--- config.mk ---
export PLATFORM = sky130hd
export DESIGN_NAME = flash_status_one
export DESIGN_NICKNAME = d
export VERILOG_FILES = /design/src/rtl/flash_status_pkg.sv /design/src/rtl/pin_sync.sv /design/src/rtl/error_judge.sv /design/src/rtl/flash_status_one.sv
export SDC_FILE = /design/constraint.sdc
export NUM_CORES = 1
export LEC_CHECK = 0
export BUFFER_PORTS_ARGS = -buffer_cell sky130_fd_sc_hd__buf_2
export CAP_MARGIN = 20
export CORE_MARGIN = 1
export CORE_UTILIZATION = 35
export CTS_CLUSTER_DIAMETER = 50
export DETAILED_ROUTE_END_ITERATION = 12
export GPL_TIMING_DRIVEN = 0
export SLEW_MARGIN = 25
export SYNTH_ARGS = -nofsm -noshare
export SYNTH_HDL_FRONTEND = slang
export SYNTH_SLANG_ARGS = --single-unit
export TNS_END_PERCENT = 20
--- constraint.sdc ---
create_clock -name pclk -period 4 [get_ports pclk]
set_input_delay 0.2 -clock pclk [delete_from_list [all_inputs] [get_ports pclk]]
set_output_delay 0.2 -clock pclk [all_outputs]
set_load 0.01 [all_outputs]
--- src/rtl/flash_status_pkg.sv ---
/*
  Constants, register map and shared types for the status-one flag block.
  Assumes a 10 MHz pclk and APB access with one aligned 32-bit word per register.
*/
package flash_status_pkg;

  // ----------------------------------------------------------------
  // Register map (byte addresses)
  // ----------------------------------------------------------------
  localparam int ADDR_W = 8; // Decoded address width
  localparam logic [7:0] STATUS_OFF = 8'h00; // Volatile status one, read only
  localparam logic [7:0] CMD_OFF = 8'h04; // Command code, write only
  localparam logic [7:0] PROT_OFF = 8'h08; // Protection control bits
  localparam logic [7:0] STATE_OFF = 8'h0C; // Validity and power state

  // ----------------------------------------------------------------
  // Field positions
  // ----------------------------------------------------------------
  localparam int BUSY_BIT = 0; // Ready/busy flag
  localparam int WEL_BIT = 1; // Write enable flag
  localparam int ERS_ERR_BIT = 5; // Erase error flag
  localparam int PRG_ERR_BIT = 6; // Program error flag
  localparam int PROT_B1_BIT = 1; // Protection register bit 1
  localparam int PROT_B2_BIT = 2; // Protection register bit 2
  localparam int PWD_MODE_BIT = 3; // Password protection mode selected
  localparam int VALID_BIT = 0; // Status contents valid
  localparam int DPD_BIT = 1; // Deep power down active

  // ----------------------------------------------------------------
  // Reset values
  // ----------------------------------------------------------------
  localparam logic [7:0] STATUS_RESET = 8'h00; // All flags clear
  localparam logic [3:0] PROT_RESET = 4'h6; // Both protection bits at one

  // ----------------------------------------------------------------
  // Command codes written to CMD_OFF
  // ----------------------------------------------------------------
  localparam logic [7:0] CMD_SET_WEL = 8'h01; // set_write_latch_cmd
  localparam logic [7:0] CMD_CLR_WEL = 8'h02; // clear_write_latch_cmd
  localparam logic [7:0] CMD_CLR_FAIL = 8'h03; // clear_failure_flags_cmd
  localparam logic [7:0] CMD_PROGRAM = 8'h04; // Start array program
  localparam logic [7:0] CMD_ERASE = 8'h05; // Start sector or device erase
  localparam logic [7:0] CMD_REG_WRITE = 8'h06; // Start non-volatile register write
  localparam logic [7:0] CMD_SOFT_RESET = 8'h07; // Software reset
  localparam logic [7:0] CMD_DPD_ENTER = 8'h08; // Enter deep power down
  localparam logic [7:0] CMD_DPD_EXIT = 8'h09; // Leave deep power down

  // ----------------------------------------------------------------
  // Timing
  // ----------------------------------------------------------------
  localparam int CLK_PERIOD_NS = 100; // pclk period
  localparam int RESET_TIME_NS = 1000; // Reset recovery window, least time
  localparam int RESET_CYCLES = (RESET_TIME_NS + CLK_PERIOD_NS - 1) / CLK_PERIOD_NS;
  localparam int RST_CNT_W = 8; // Width of the recovery counter

  // ----------------------------------------------------------------
  // Types
  // ----------------------------------------------------------------
  typedef enum logic [1:0] {OP_PROG, OP_ERASE, OP_REGW} op_kind_t;
  typedef enum logic [1:0] {ST_IDLE, ST_BUSY, ST_ERROR, ST_RESET} ctrl_state_t;

endpackage

--- src/rtl/pin_sync.sv ---
/*
  Three-flop synchroniser for an asynchronous pin.
  Assumes the pin is slow against pclk; output moves once stages two and three agree.
*/
`timescale 1ns/1ps
module pin_sync #(
  parameter logic INIT = 1'b1
) (
  // Clock and reset
  input wire logic pclk,
  input wire logic presetn,
  // Pin and clean level
  input wire logic pin,
  output logic level
);

  // Synchroniser stages; stage one feeds stage two only
  logic s1_r;
  logic s2_r;
  logic s3_r;

  // ----------------------------------------------------------------
  // Sampling chain
  // ----------------------------------------------------------------
  always_ff @(posedge pclk or negedge presetn) begin
    if (!presetn) begin
      s1_r <= INIT;
      s2_r <= INIT;
      s3_r <= INIT;
      level <= INIT;
    end else begin
      s1_r <= pin;
      s2_r <= s1_r;
      s3_r <= s2_r;
      // Agreement filters a single metastable sample
      if (s2_r == s3_r) begin
        level <= s3_r;
      end
    end
  end

endmodule

--- src/rtl/error_judge.sv ---
/*
  Classifies the result of an embedded operation into program and erase failures.
  Assumes condition inputs are valid in the cycle the operation reports completion.
*/
`timescale 1ns/1ps
module error_judge (
  // Operation identity
  input flash_status_pkg::op_kind_t kind,
  // Array engine conditions
  input wire logic bits_stuck,
  input wire logic region_protected,
  input wire logic erase_incomplete,
  input wire logic reg_erase_incomplete,
  input wire logic cfg_change_attempt,
  input wire logic password_write,
  // Protection settings
  input wire logic [1:0] prot_bits,
  input wire logic password_mode,
  // Verdict
  output logic prog_fail,
  output logic erase_fail
);
  import flash_status_pkg::*;

  // ----------------------------------------------------------------
  // Verdict logic
  // ----------------------------------------------------------------
  always_comb begin
    prog_fail = 1'b0;
    erase_fail = 1'b0;
    case (kind)
      OP_PROG: begin
        prog_fail = bits_stuck | region_protected;
      end
      OP_ERASE: begin
        erase_fail = erase_incomplete | region_protected;
      end
      OP_REGW: begin
        // Locked configuration field or password update after mode select
        prog_fail = (cfg_change_attempt & ~(&prot_bits))
                  | (password_mode & password_write);
        erase_fail = reg_erase_incomplete;
      end
      default: begin
        prog_fail = 1'b0;
      end
    endcase
  end

endmodule

--- src/rtl/flash_status_one.sv ---
/*
  Status-one flag block: write enable latch, ready/busy, program and erase errors.
  Assumes an APB master on pclk and an array engine on the same clock that
  pulses op_done with its condition inputs valid in that cycle.
*/
// The APB slave port and the placing of the registers are this design's own decisions.
`timescale 1ns/1ps
module flash_status_one (
  // Clock and reset
  input wire logic pclk,
  input wire logic presetn,
  // APB slave
  input wire logic psel,
  input wire logic penable,
  input wire logic pwrite,
  input wire logic [flash_status_pkg::ADDR_W-1:0] paddr,
  input wire logic [31:0] pwdata,
  output logic [31:0] prdata,
  output logic pready,
  output logic pslverr,
  // Reset pins, asynchronous
  input wire logic hw_reset_pin_n,
  input wire logic cs_reset_pin,
  // Array engine handshake
  output logic op_start,
  output flash_status_pkg::op_kind_t op_kind,
  input wire logic op_done,
  input wire logic bits_stuck,
  input wire logic region_protected,
  input wire logic erase_incomplete,
  input wire logic reg_erase_incomplete,
  input wire logic cfg_change_attempt,
  input wire logic password_write,
  input wire logic boot_check_fail,
  input wire logic config_load_fail,
  // Status out
  output logic [7:0] status_one,
  output logic status_valid
);
  import flash_status_pkg::*;

  // ----------------------------------------------------------------
  // Declarations
  // ----------------------------------------------------------------
  ctrl_state_t state_r; // Control state
  logic wel_r; // write_enable_flag
  logic prg_err_r; // program_error_flag
  logic ers_err_r; // erase_error_flag
  logic dpd_r; // deep_power_down active
  logic [3:0] prot_r; // Protection bits and password mode
  logic [RST_CNT_W-1:0] rst_cnt_r; // Reset recovery countdown
  logic hw_rst_n; // Synchronised hardware reset pin
  logic cs_rst; // Synchronised chip-select signalling reset
  logic prog_fail; // Verdict from judge
  logic erase_fail; // Verdict from judge
  logic wr_fire; // Write completes this edge
  logic rd_load; // Read data captured this edge
  logic [7:0] cmd; // Command byte
  logic cmd_ok; // Command write completes
  logic any_reset; // Any non-power reset event
  logic modify_cmd; // Program, erase or register write command
  logic op_accept; // Modify command is admitted
  logic boot_fail; // Boot-time integrity or load failure
  logic [7:0] status_nxt; // Composed status byte
  logic [7:0] reset_cycles_w; // Recovery length at counter width

  assign reset_cycles_w = RST_CNT_W'(RESET_CYCLES);

  // ----------------------------------------------------------------
  // Helpers
  // ----------------------------------------------------------------
  // Known register address check
  function automatic logic addr_mapped(input logic [ADDR_W-1:0] a);
    addr_mapped = (a == STATUS_OFF) || (a == CMD_OFF) || (a == PROT_OFF) || (a == STATE_OFF);
  endfunction

  // Command maps to one of the three modifying operations
  function automatic logic is_modify(input logic [7:0] c);
    is_modify = (c == CMD_PROGRAM) || (c == CMD_ERASE) || (c == CMD_REG_WRITE);
  endfunction

  // ----------------------------------------------------------------
  // Pin synchronisers
  // ----------------------------------------------------------------
  pin_sync #(.INIT(1'b1)) u_hw_sync (
    .pclk(pclk),
    .presetn(presetn),
    .pin(hw_reset_pin_n),
    .level(hw_rst_n)
  );

  pin_sync #(.INIT(1'b0)) u_cs_sync (
    .pclk(pclk),
    .presetn(presetn),
    .pin(cs_reset_pin),
    .level(cs_rst)
  );

  // ----------------------------------------------------------------
  // Failure classification
  // ----------------------------------------------------------------
  error_judge u_judge (
    .kind(op_kind),
    .bits_stuck(bits_stuck),
    .region_protected(region_protected),
    .erase_incomplete(erase_incomplete),
    .reg_erase_incomplete(reg_erase_incomplete),
    .cfg_change_attempt(cfg_change_attempt),
    .password_write(password_write),
    .prot_bits({prot_r[PROT_B2_BIT], prot_r[PROT_B1_BIT]}),
    .password_mode(prot_r[PWD_MODE_BIT]),
    .prog_fail(prog_fail),
    .erase_fail(erase_fail)
  );

  // ----------------------------------------------------------------
  // Decode
  // ----------------------------------------------------------------
  // One wait state: pready rises one cycle into the access phase
  assign wr_fire = psel & penable & pwrite & pready;
  assign rd_load = psel & penable & ~pready;
  assign cmd = pwdata[7:0];
  assign cmd_ok = wr_fire && (paddr == CMD_OFF);
  assign modify_cmd = cmd_ok && is_modify(cmd);
  // Power-down blocks operations and soft reset; its own exit and the reset pins still act
  assign op_accept = modify_cmd && (state_r == ST_IDLE) && wel_r && !dpd_r;
  assign any_reset = !hw_rst_n || cs_rst
                   || (cmd_ok && !dpd_r && (cmd == CMD_SOFT_RESET))
                   || (cmd_ok && dpd_r && (cmd == CMD_DPD_EXIT));
  // Boot failures are only reported once reset recovery is over
  assign boot_fail = (boot_check_fail || config_load_fail) && (state_r != ST_RESET);

  // ----------------------------------------------------------------
  // Control state
  // ----------------------------------------------------------------
  always_ff @(posedge pclk or negedge presetn) begin
    if (!presetn) begin
      state_r <= ST_RESET;
      rst_cnt_r <= RST_CNT_W'(RESET_CYCLES);
    end else if (any_reset) begin
      state_r <= ST_RESET;
      rst_cnt_r <= reset_cycles_w;
    end else begin
      case (state_r)
        ST_RESET: begin
          // Recovery window, status not valid
          if (rst_cnt_r <= 8'h01) begin
            state_r <= ST_IDLE;
            rst_cnt_r <= 8'h00;
          end else begin
            rst_cnt_r <= rst_cnt_r - 8'h01;
          end
        end
        ST_IDLE: begin
          if (boot_fail) begin
            state_r <= ST_ERROR;
          end else if (op_accept) begin
            state_r <= ST_BUSY;
          end
        end
        ST_BUSY: begin
          // Boot failure wins, so the flags it sets never meet a standby state
          if (boot_fail) begin
            state_r <= ST_ERROR;
          end else if (op_done) begin
            state_r <= (prog_fail || erase_fail) ? ST_ERROR : ST_IDLE;
          end
        end
        ST_ERROR: begin
          // A fresh failure in the clearing cycle keeps the part held
          if (cmd_ok && (cmd == CMD_CLR_FAIL) && !boot_fail) begin
            state_r <= ST_IDLE;
          end
        end
        default: begin
          state_r <= ST_RESET;
        end
      endcase
    end
  end

  // ----------------------------------------------------------------
  // Write enable latch
  // ----------------------------------------------------------------
  always_ff @(posedge pclk or negedge presetn) begin
    if (!presetn) begin
      wel_r <= 1'b0;
    end else if (any_reset || state_r == ST_RESET) begin
      wel_r <= 1'b0;
    end else if (state_r == ST_BUSY && op_done && !prog_fail && !erase_fail) begin
      wel_r <= 1'b0;
    end else if (cmd_ok && state_r == ST_IDLE && !dpd_r) begin
      // Latch commands are ignored while busy or held in error
      if (cmd == CMD_SET_WEL) begin
        wel_r <= 1'b1;
      end else if (cmd == CMD_CLR_WEL) begin
        wel_r <= 1'b0;
      end
    end
  end

  // ----------------------------------------------------------------
  // Error flags
  // ----------------------------------------------------------------
  // Set wins over the clear-failure command in the same cycle
  always_ff @(posedge pclk or negedge presetn) begin
    if (!presetn) begin
      prg_err_r <= 1'b0;
      ers_err_r <= 1'b0;
    end else if (any_reset || state_r == ST_RESET) begin
      prg_err_r <= 1'b0;
      ers_err_r <= 1'b0;
    end else begin
      if (boot_fail) begin
        prg_err_r <= 1'b1;
        ers_err_r <= 1'b1;
      end else if (state_r == ST_BUSY && op_done) begin
        // Results land only while the busy bit is up
        prg_err_r <= prog_fail;
        ers_err_r <= erase_fail;
      end else if (state_r == ST_ERROR && cmd_ok && cmd == CMD_CLR_FAIL) begin
        prg_err_r <= 1'b0;
        ers_err_r <= 1'b0;
      end
    end
  end

  // ----------------------------------------------------------------
  // Deep power down and protection bits
  // ----------------------------------------------------------------
  always_ff @(posedge pclk or negedge presetn) begin
    if (!presetn) begin
      dpd_r <= 1'b0;
    end else if (cmd_ok && state_r == ST_IDLE && cmd == CMD_DPD_ENTER) begin
      dpd_r <= 1'b1;
    end else if (any_reset) begin
      dpd_r <= 1'b0;
    end
  end

  // Protection bits are plain storage; the judge reads them
  always_ff @(posedge pclk or negedge presetn) begin
    if (!presetn) begin
      prot_r <= PROT_RESET;
    end else if (wr_fire && paddr == PROT_OFF) begin
      prot_r <= {pwdata[PWD_MODE_BIT], pwdata[PROT_B2_BIT], pwdata[PROT_B1_BIT], 1'b0};
    end
  end

  // ----------------------------------------------------------------
  // Operation launch
  // ----------------------------------------------------------------
  always_ff @(posedge pclk or negedge presetn) begin
    if (!presetn) begin
      op_start <= 1'b0;
      op_kind <= OP_PROG;
    end else begin
      op_start <= op_accept;
      if (op_accept) begin
        op_kind <= (cmd == CMD_PROGRAM) ? OP_PROG : (cmd == CMD_ERASE) ? OP_ERASE : OP_REGW;
      end
    end
  end

  // ----------------------------------------------------------------
  // Status composition
  // ----------------------------------------------------------------
  always_comb begin
    status_nxt = STATUS_RESET;
    status_nxt[BUSY_BIT] = (state_r != ST_IDLE);
    status_nxt[WEL_BIT] = wel_r;
    status_nxt[ERS_ERR_BIT] = ers_err_r;
    status_nxt[PRG_ERR_BIT] = prg_err_r;
  end

  always_ff @(posedge pclk or negedge presetn) begin
    if (!presetn) begin
      status_one <= STATUS_RESET;
      status_valid <= 1'b0;
    end else begin
      status_one <= status_nxt;
      status_valid <= (state_r != ST_RESET) && !any_reset;
    end
  end

  // ----------------------------------------------------------------
  // APB answer
  // ----------------------------------------------------------------
  always_ff @(posedge pclk or negedge presetn) begin
    if (!presetn) begin
      pready <= 1'b0;
      pslverr <= 1'b0;
      prdata <= 32'h0000_0000;
    end else begin
      pready <= rd_load;
      pslverr <= rd_load && !addr_mapped(paddr);
      if (rd_load && !pwrite) begin
        case (paddr)
          STATUS_OFF: prdata <= {24'h00_0000, status_nxt};
          PROT_OFF: prdata <= {28'h000_0000, prot_r};
          STATE_OFF: prdata <= {30'h0, dpd_r, state_r != ST_RESET};
          default: prdata <= 32'h0000_0000;
        endcase
      end
    end
  end
endmodule

After elaboration in Yosys (flattened, before gate mapping)
Index checks and enable logic that the tools add are counted.

operators by class
  add/subtract/negate cells = 1
  multipliers = 0
  div/mod/pow operators = 0
  magnitude comparators = 1
  equal/unequal tests = 24
  shift operators = 0
  mux-type cells = 31
  bitwise operators = 11
  reduce and logical (&&, ||, !) cells = 55

operator list
  kind                                                                   number
  8-bit by 3-bit equality test with 1-bit output, second input constant  5
  8-bit by 4-bit equality test with 1-bit output, second input constant  4
  1-bit logical AND                                                      24
  8-bit 2-to-1 mux                                                       3
  7-bit one-hot mux with 3 select lines                                  1
  2-bit 2-to-1 mux                                                       10
  8-bit by 2-bit equality test with 1-bit output, second input constant  2
  1-bit 2-to-1 mux                                                       14
  1-bit logical OR                                                       11
  8-bit by 1-bit equality test with 1-bit output, second input constant  1
  8-bit by 1-bit <= comparator with 1-bit output, second input constant  1
  1-bit logical NOT                                                      8
  8-bit logical NOT                                                      1
  4-bit inequality test, second input constant                           2
  2-bit one-hot mux with 4 select lines                                  1
  4-bit nonzero test                                                     2
  8-bit by 1-bit subtractor with 8-bit output, second input constant     1
  1-bit AND                                                              6
  2-bit equality test, second input constant                             3
  3-bit inequality test, second input constant                           2
  2-bit nonzero test                                                     3
  2-bit by 1-bit equality test with 1-bit output, second input constant  2
  2-bit logical NOT                                                      2
  1-bit one-hot mux with 2 select lines                                  2
  other kinds (7)                                                        12

word-level totals
  bits in registers = 67
  bits in latches = 0
  memory bits (writable) = 0
  memory bits (read-only) = 0
  logic and storage cells = 145
  memories = 0

Depth between registers and ports, before layout
  word-level depth = 12
  mapped depth = 7
  mapped depth without buffers = 7

Hierarchy
From an unflattened synthesis, not the netlist that was laid out.

unflattened totals
  cell total of the unflattened synthesis = 219
  area total of the unflattened synthesis = 2149.6 µm²

modules (own cells, without submodules)
  module                times used  cells each  area an instance (µm²)  sequential area each (µm²)
  flash_status_one      1           197         1833.0                  833.3
  pin_sync (u_hw_sync)  1           5           116.4                   105.1
  pin_sync (u_cs_sync)  1           5           111.4                   100.1
  error_judge           1           12          88.8                    0.0

Worst setup path after synthesis
No wires, ideal clock.

  path kind = reg2reg
  start = register op_kind[0]
  end = register state_r[1]
  library setup time = 0.084 ns
  arrival = 1.810 ns
  setup slack = 2.106 ns
  stages on the path, launching flop included = 8
  path buffers = 0
  clock period less this slack = 1.894 ns
  path through = dfrtp_1 -> inv_1 -> ha_1 -> and3_1 -> a311oi_1 -> nand3_1 -> a31o_2 -> a311o_1

between the ends
  longest elaborated chain between the ends = 8
  elaborated cells between the ends (all ways) = 11

ends and longest elaborated chain
  element                                            line                     text
  start: declaration                                 flash_status_one.sv:26   output flash_status_pkg::op_kind_t op_kind,
  start signal: assignment                           flash_status_one.sv:260  op_kind <= (cmd == CMD_PROGRAM) ? OP_PROG : (cmd == CMD_ERASE) ? OP_ERASE : OP_REGW;
  2-bit equality test, or another cell as far along  error_judge.sv:31        case (kind)
  1-bit one-hot mux with 2 select lines              error_judge.sv:31
  1-bit logical OR (*)                               flash_status_one.sv:166  state_r <= (prog_fail || erase_fail) ? ST_ERROR : ST_IDLE;
  2-bit 2-to-1 mux (*)                               flash_status_one.sv:166
  2-bit 2-to-1 mux (*)                               flash_status_one.sv:165  end else if (op_done) begin
  2-bit 2-to-1 mux (*)                               flash_status_one.sv:163  if (boot_fail) begin
  2-bit one-hot mux with 4 select lines (*)          flash_status_one.sv:144  case (state_r)
  2-bit 2-to-1 mux (*)                               flash_status_one.sv:140  end else if (any_reset) begin
  end signal: assignment                             flash_status_one.sv:166
  end: declaration                                   flash_status_one.sv:45   ctrl_state_t state_r;

Every way passes the cells marked *; elsewhere a longest branch is shown, timed or not. The select of a mux whose other input is x is not followed.
A chain may end at the register's enable or synchronous reset.

Final worst setup path
Ends and elaborated chain as after synthesis.

==> impl_metrics.prom <==
# TYPE chip_impl_metric gauge
chip_impl_info{name="cts-root-buf",value="sky130_fd_sc_hd__clkbuf_8"} 1
chip_impl_metric{name="worst-endpoint-arrival",unit="ns"} 2.29
chip_impl_metric{name="post_cts_resized",unit=""} 0
chip_impl_metric{name="post-place-ws",unit="ns"} 1.94
chip_impl_metric{name="power_frac_clock",unit="%"} 33.3
chip_impl_metric{name="cap_viol_max_count",unit=""} 0
chip_impl_metric{name="cts_hold_repair.buffers",unit=""} 1
chip_impl_metric{name="total_leakage_power",unit="nW"} 1.35
chip_impl_info{name="rr_startpoint",value="op_kind[0]"} 1
chip_impl_metric{name="io_buffers",unit=""} 44
chip_impl_metric{name="remaining_design_rule_violation_count",unit=""} 0
chip_impl_metric{name="worstRegToRegCells",unit=""} 7
chip_impl_metric{name="fp.dieW",unit="um"} 82.3
chip_impl_metric{name="power.share.switching",unit="%"} 25.5
chip_impl_metric{name="mean_syn_cell_area",unit="um^2"} 9.98
chip_impl_metric{name="tightestPinTransition",unit="ns"} 0.897
chip_impl_metric{name="post_route_cells_drive_above_1_share",unit="%"} 33.4
chip_impl_metric{name="async_reset_ff_share",unit="%"} 100
chip_impl_metric{name="die_height",unit="um"} 82.3
chip_impl_metric{name="layout.nets",unit=""} 368
chip_impl_metric{name="place.detailed.hpwl",unit="mm"} 3.51
chip_impl_metric{name="synth-seq-area-share",unit="%"} 46.0
chip_impl_metric{name="power.density",unit="mW/mm^2"} 301
chip_impl_info{name="crit_path_start",value="op_kind[0]"} 1
chip_impl_metric{name="post_drt_wl_per_cell",unit="um"} 12.0
chip_impl_metric{name="final.setup.worst_slack",unit="ns"} 1.91
chip_impl_metric{name="timing.critical_path.fanout_max",unit=""} 3
chip_impl_info{name="critical_path.startpoint_type",value="flop"} 1
chip_impl_metric{name="finalHoldViolations",unit=""} 0
chip_impl_metric{name="final.period_utilization",unit="%"} 52.2
chip_impl_metric{name="power_frac_comb",unit="%"} 14.4
chip_impl_info{name="synth.top_cells.by_area",value="sky130_fd_sc_hd__dfrtp_1 (34%), sky130_fd_sc_hd__dfstp_2 (12%), sky130_fd_sc_hd__buf_4 (10%)"} 1
chip_impl_metric{name="design.core.area",unit="mm^2"} 0.00606
chip_impl_info{name="timing.setup.critical_path_class",value="flop to flop"} 1
chip_impl_metric{name="postRouteAntennaNets",unit=""} 0
chip_impl_info{name="timing.hold.worst.start",value="cs_reset_pin"} 1
chip_impl_metric{name="area_fraction_of_the_dominant_cell_type_after_synthesis",unit="%"} 34.4
chip_impl_metric{name="tritoncts_buffer_count",unit=""} 5
chip_impl_metric{name="fmax",unit="MHz"} 479
chip_impl_info{name="timing.rr.end",value="state_r[1]"} 1
chip_impl_metric{name="detail_route.iter0.violations",unit=""} 84
chip_impl_metric{name="fp.dieArea",unit="mm^2"} 0.00677
chip_impl_metric{name="holdPathStages",unit=""} 1
chip_impl_metric{name="cts_sinks",unit=""} 41
chip_impl_info{name="run_status",value="finished clean"} 1
chip_impl_metric{name="grt_antenna_before_repair",unit=""} 0
chip_impl_metric{name="yosysWarningCount",unit=""} 0
chip_impl_info{name="cts_tree",value="done"} 1
chip_impl_metric{name="num_vias",unit=""} 1778
chip_impl_metric{name="cts_max_level",unit=""} 2
chip_impl_metric{name="final_max_slew_viol_count",unit=""} 0
chip_impl_info{name="hold_path_end",value="u_cs_sync.s1_r"} 1
chip_impl_metric{name="vias_in_the_first_global_route",unit=""} 1624
chip_impl_metric{name="p_switching",unit="mW"} 0.214
chip_impl_metric{name="final.fill_count",unit=""} 609
chip_impl_metric{name="synth.cell_area",unit="mm^2"} 0.00226
chip_impl_metric{name="final.setup_skew",unit="ns"} 0.0117
chip_impl_metric{name="synth_edf_count",unit=""} 0
chip_impl_metric{name="synth_cell_types",unit=""} 52
chip_impl_metric{name="i_o_pin_cnt",unit=""} 102
chip_impl_metric{name="drt-pass1-iter-count",unit=""} 4
chip_impl_metric{name="overflow",unit=""} 0
chip_impl_metric{name="postCtsSetupBuffers",unit=""} 0
chip_impl_metric{name="pin_count_of_the_biggest_net_entering_global_routing",unit=""} 42
chip_impl_metric{name="first_pass_grt_wire_length",unit="mm"} 7.63
chip_impl_info{name="grt_setup_unrepaired",value="false"} 1
chip_impl_info{name="synth_area_leader_cell",value="sky130_fd_sc_hd__dfrtp_1"} 1
chip_impl_metric{name="slew-limit-headroom",unit="%"} 40.2
chip_impl_metric{name="viasPerCell",unit=""} 4.64
chip_impl_metric{name="critPathRequiredTime",unit="ns"} 4.20
chip_impl_info{name="synth_top_flop_cell",value="sky130_fd_sc_hd__dfrtp_1"} 1
chip_impl_info{name="worst_setup_path_end_kind",value="flop"} 1
chip_impl_metric{name="antenna-diode-count",unit=""} 0
chip_impl_metric{name="power.sequential.fraction",unit="%"} 52.3
chip_impl_metric{name="ctsLongestPathBuffers",unit=""} 2
chip_impl_metric{name="latest_clock_arrival_within_the_worst_skew_pair",unit="ns"} 0.29
chip_impl_metric{name="postRouteWirelength",unit="mm"} 4.61
chip_impl_metric{name="path_clk_slew",unit="ns"} 0.08
chip_impl_metric{name="start_util",unit="%"} 37.2
chip_impl_metric{name="track_usage",unit="%"} 14.9
chip_impl_metric{name="gp_congestion",unit=""} 0.803
chip_impl_metric{name="power.ir.vdd_worst",unit="V"} 0.000166
chip_impl_metric{name="syn-instance-count",unit=""} 226
chip_impl_metric{name="synth_seq_cells",unit=""} 41
chip_impl_metric{name="placement_rows",unit=""} 28
chip_impl_metric{name="setup_viol_count_final",unit=""} 0
chip_impl_metric{name="syn2layout_area_growth",unit="%"} 23.4
chip_impl_metric{name="layout_min_cycle_time",unit="ns"} 2.09
chip_impl_metric{name="fin_tns_setup",unit="ns"} 0
chip_impl_metric{name="internal_power",unit="mW"} 0.623
chip_impl_metric{name="reg2reg_setup_slack",unit="ns"} 1.91
chip_impl_info{name="worst_hold_path_type",value="input pin to flop"} 1
power groups by stage:
| stage | Combinational, mW | Sequential [mW] | Clock (mW) |
|---|---|---|---|
| 2_1_floorplan | 0.0807 | 0.444 | 0 |
| 3_3_place_gp | 0.119 | 0.445 | 0 |
| 3_5_place_dp | 0.120 | 0.445 | 0 |
| 4_1_cts | 0.120 | 0.438 | 0.288 |
| 5_1_grt | 0.136 | 0.439 | 0.303 |
| 6_report | 0.121 | 0.438 | 0.279 |
synthesized netlist by cell type (2+ instances only):
master                     number
sky130_fd_sc_hd__dfrtp_1       31
sky130_fd_sc_hd__buf_4         30
sky130_fd_sc_hd__nand2_1       22
sky130_fd_sc_hd__nor2_1        16
sky130_fd_sc_hd__dfstp_2       10
sky130_fd_sc_hd__nor3_1         9
sky130_fd_sc_hd__o21ai_0        9
sky130_fd_sc_hd__inv_1          8
sky130_fd_sc_hd__a21oi_1        7
sky130_fd_sc_hd__nand3_1        7
sky130_fd_sc_hd__clkbuf_1       5
sky130_fd_sc_hd__ha_1           5
sky130_fd_sc_hd__nand4_1        5
sky130_fd_sc_hd__nand2b_1       4
sky130_fd_sc_hd__a311oi_1       3
sky130_fd_sc_hd__a31oi_1        3
sky130_fd_sc_hd__mux2_2         3
sky130_fd_sc_hd__nor3b_1        3
sky130_fd_sc_hd__or3_1          3
sky130_fd_sc_hd__a211oi_1       2
sky130_fd_sc_hd__and2_1         2
sky130_fd_sc_hd__and3_1         2
sky130_fd_sc_hd__buf_2          2
sky130_fd_sc_hd__buf_6          2
sky130_fd_sc_hd__maj3_1         2
sky130_fd_sc_hd__mux2i_1        2
sky130_fd_sc_hd__nor4_1         2
sky130_fd_sc_hd__o21a_1         2
sky130_fd_sc_hd__o31ai_1        2
logic make-up after synthesis:
group,synth area share [%]
compound gates,12.7
simple gates,21.5
mux,2.38
flops,46.0
fa+ha+maj,3.66
buf+inv,13.6
other cells,0.166
state kept, by name (all words and copies together), names as in the netlist, 2 cells and up:
| signal | flops |
|---|---|
| rst_cnt_r | 8 |
| state_r | 2 |
| op_kind | 2 |
| prdata | 6 |
| status_one | 4 |
| prot_r | 3 |
per-stage QoR:
stage	cell area (um^2)	cells	power, mW	utilization, %	hold slack, ns
2_1_floorplan	2360	255	0.525	-	-0.0956
3_3_place_gp	2680	374	0.564	44.2	0.305
3_5_place_dp	2680	374	0.565	44.2	0.306
4_1_cts	2780	383	0.847	45.9	0.00815
5_1_grt	2780	383	0.879	45.9	0.00140
6_report	2780	383	0.837	45.9	0.0171
per-layer routing:
layer | global-route usage [%] | vias to the layer above | share of wire, %
met5 | 0 | - | 0
met4 | 4.21 | 0 | 0.33
met3 | 3.85 | 2 | 6.2
met2 | 23.2 | 63 | 45
met1 | 20.3 | 808 | 49
li1 | - | 905 | -
critical path: stages (launching register included):
cell and delay [ns]:
sky130_fd_sc_hd__dfrtp_1 0.37, sky130_fd_sc_hd__inv_1 0.08, sky130_fd_sc_hd__ha_1 0.22, sky130_fd_sc_hd__and3_1 0.15, sky130_fd_sc_hd__a311oi_1 0.40, sky130_fd_sc_hd__nand3_1 0.16, sky130_fd_sc_hd__a31o_2 0.27, sky130_fd_sc_hd__a311o_1 0.35
layout make-up:
| type | instances | area, um^2 | share of cell area (%) |
|---|---|---|---|
| Clock inverter | 1 | 7.51 | 0.270 |
| Sequential cell | 41 | 1040 | 37.3 |
| Timing Repair Buffer | 45 | 230 | 8.27 |
| Inverter | 8 | 30.0 | 1.08 |
| Tap cell | 75 | 93.8 | 3.37 |
| Clock buffer | 7 | 86.3 | 3.10 |
| Multi-Input combinational cell | 167 | 1020 | 36.6 |
| Buffer | 39 | 277 | 9.94 |
cells in the final DEF, fill, tap and decap left out, types with 2 or more instances in the layout:
| cell | netlist | final |
|---|---|---|
| sky130_fd_sc_hd__mux2_2 | 3 | 3 |
| sky130_fd_sc_hd__nand4_1 | 5 | 5 |
| sky130_fd_sc_hd__nand2b_1 | 4 | 4 |
| sky130_fd_sc_hd__buf_4 | 30 | 30 |
| sky130_fd_sc_hd__mux2i_1 | 2 | 2 |
| sky130_fd_sc_hd__o21a_1 | 2 | 2 |
| sky130_fd_sc_hd__clkbuf_1 | 5 | 6 |
| sky130_fd_sc_hd__nand3_1 | 7 | 7 |
| sky130_fd_sc_hd__nor4_1 | 2 | 2 |
| sky130_fd_sc_hd__a211oi_1 | 2 | 2 |
| sky130_fd_sc_hd__dfrtp_1 | 31 | 31 |
| sky130_fd_sc_hd__inv_1 | 8 | 8 |
| sky130_fd_sc_hd__and2_1 | 2 | 2 |
| sky130_fd_sc_hd__and3_1 | 2 | 2 |
| sky130_fd_sc_hd__ha_1 | 5 | 5 |
| sky130_fd_sc_hd__a31oi_1 | 3 | 3 |
| sky130_fd_sc_hd__nor3b_1 | 3 | 3 |
| sky130_fd_sc_hd__dfstp_2 | 10 | 10 |
| sky130_fd_sc_hd__o21ai_0 | 9 | 9 |
| sky130_fd_sc_hd__or3_1 | 3 | 3 |
| sky130_fd_sc_hd__o31ai_1 | 2 | 2 |
| sky130_fd_sc_hd__conb_1 | 1 | 30 |
| sky130_fd_sc_hd__nor3_1 | 9 | 9 |
| sky130_fd_sc_hd__nor2_1 | 16 | 16 |
| sky130_fd_sc_hd__maj3_1 | 2 | 2 |
| sky130_fd_sc_hd__a311oi_1 | 3 | 3 |
| sky130_fd_sc_hd__buf_6 | 2 | 2 |
| sky130_fd_sc_hd__nand2_1 | 22 | 22 |
| sky130_fd_sc_hd__clkbuf_8 | 0 | 6 |
| sky130_fd_sc_hd__a21oi_1 | 7 | 7 |
| sky130_fd_sc_hd__buf_2 | 2 | 46 |
worst max-delay path by stage:
stage	to	slack, ns	cells after the start
2_1_floorplan	state_r[1]	2.11	7
3_3_place_gp	state_r[1]	1.95	7
3_5_place_dp	state_r[1]	1.94	7
4_1_cts	state_r[1]	1.91	7
5_1_grt	state_r[1]	1.75	7
6_report	state_r[1]	1.91	7
No activity file was read; power rests on OpenSTA's default activity.
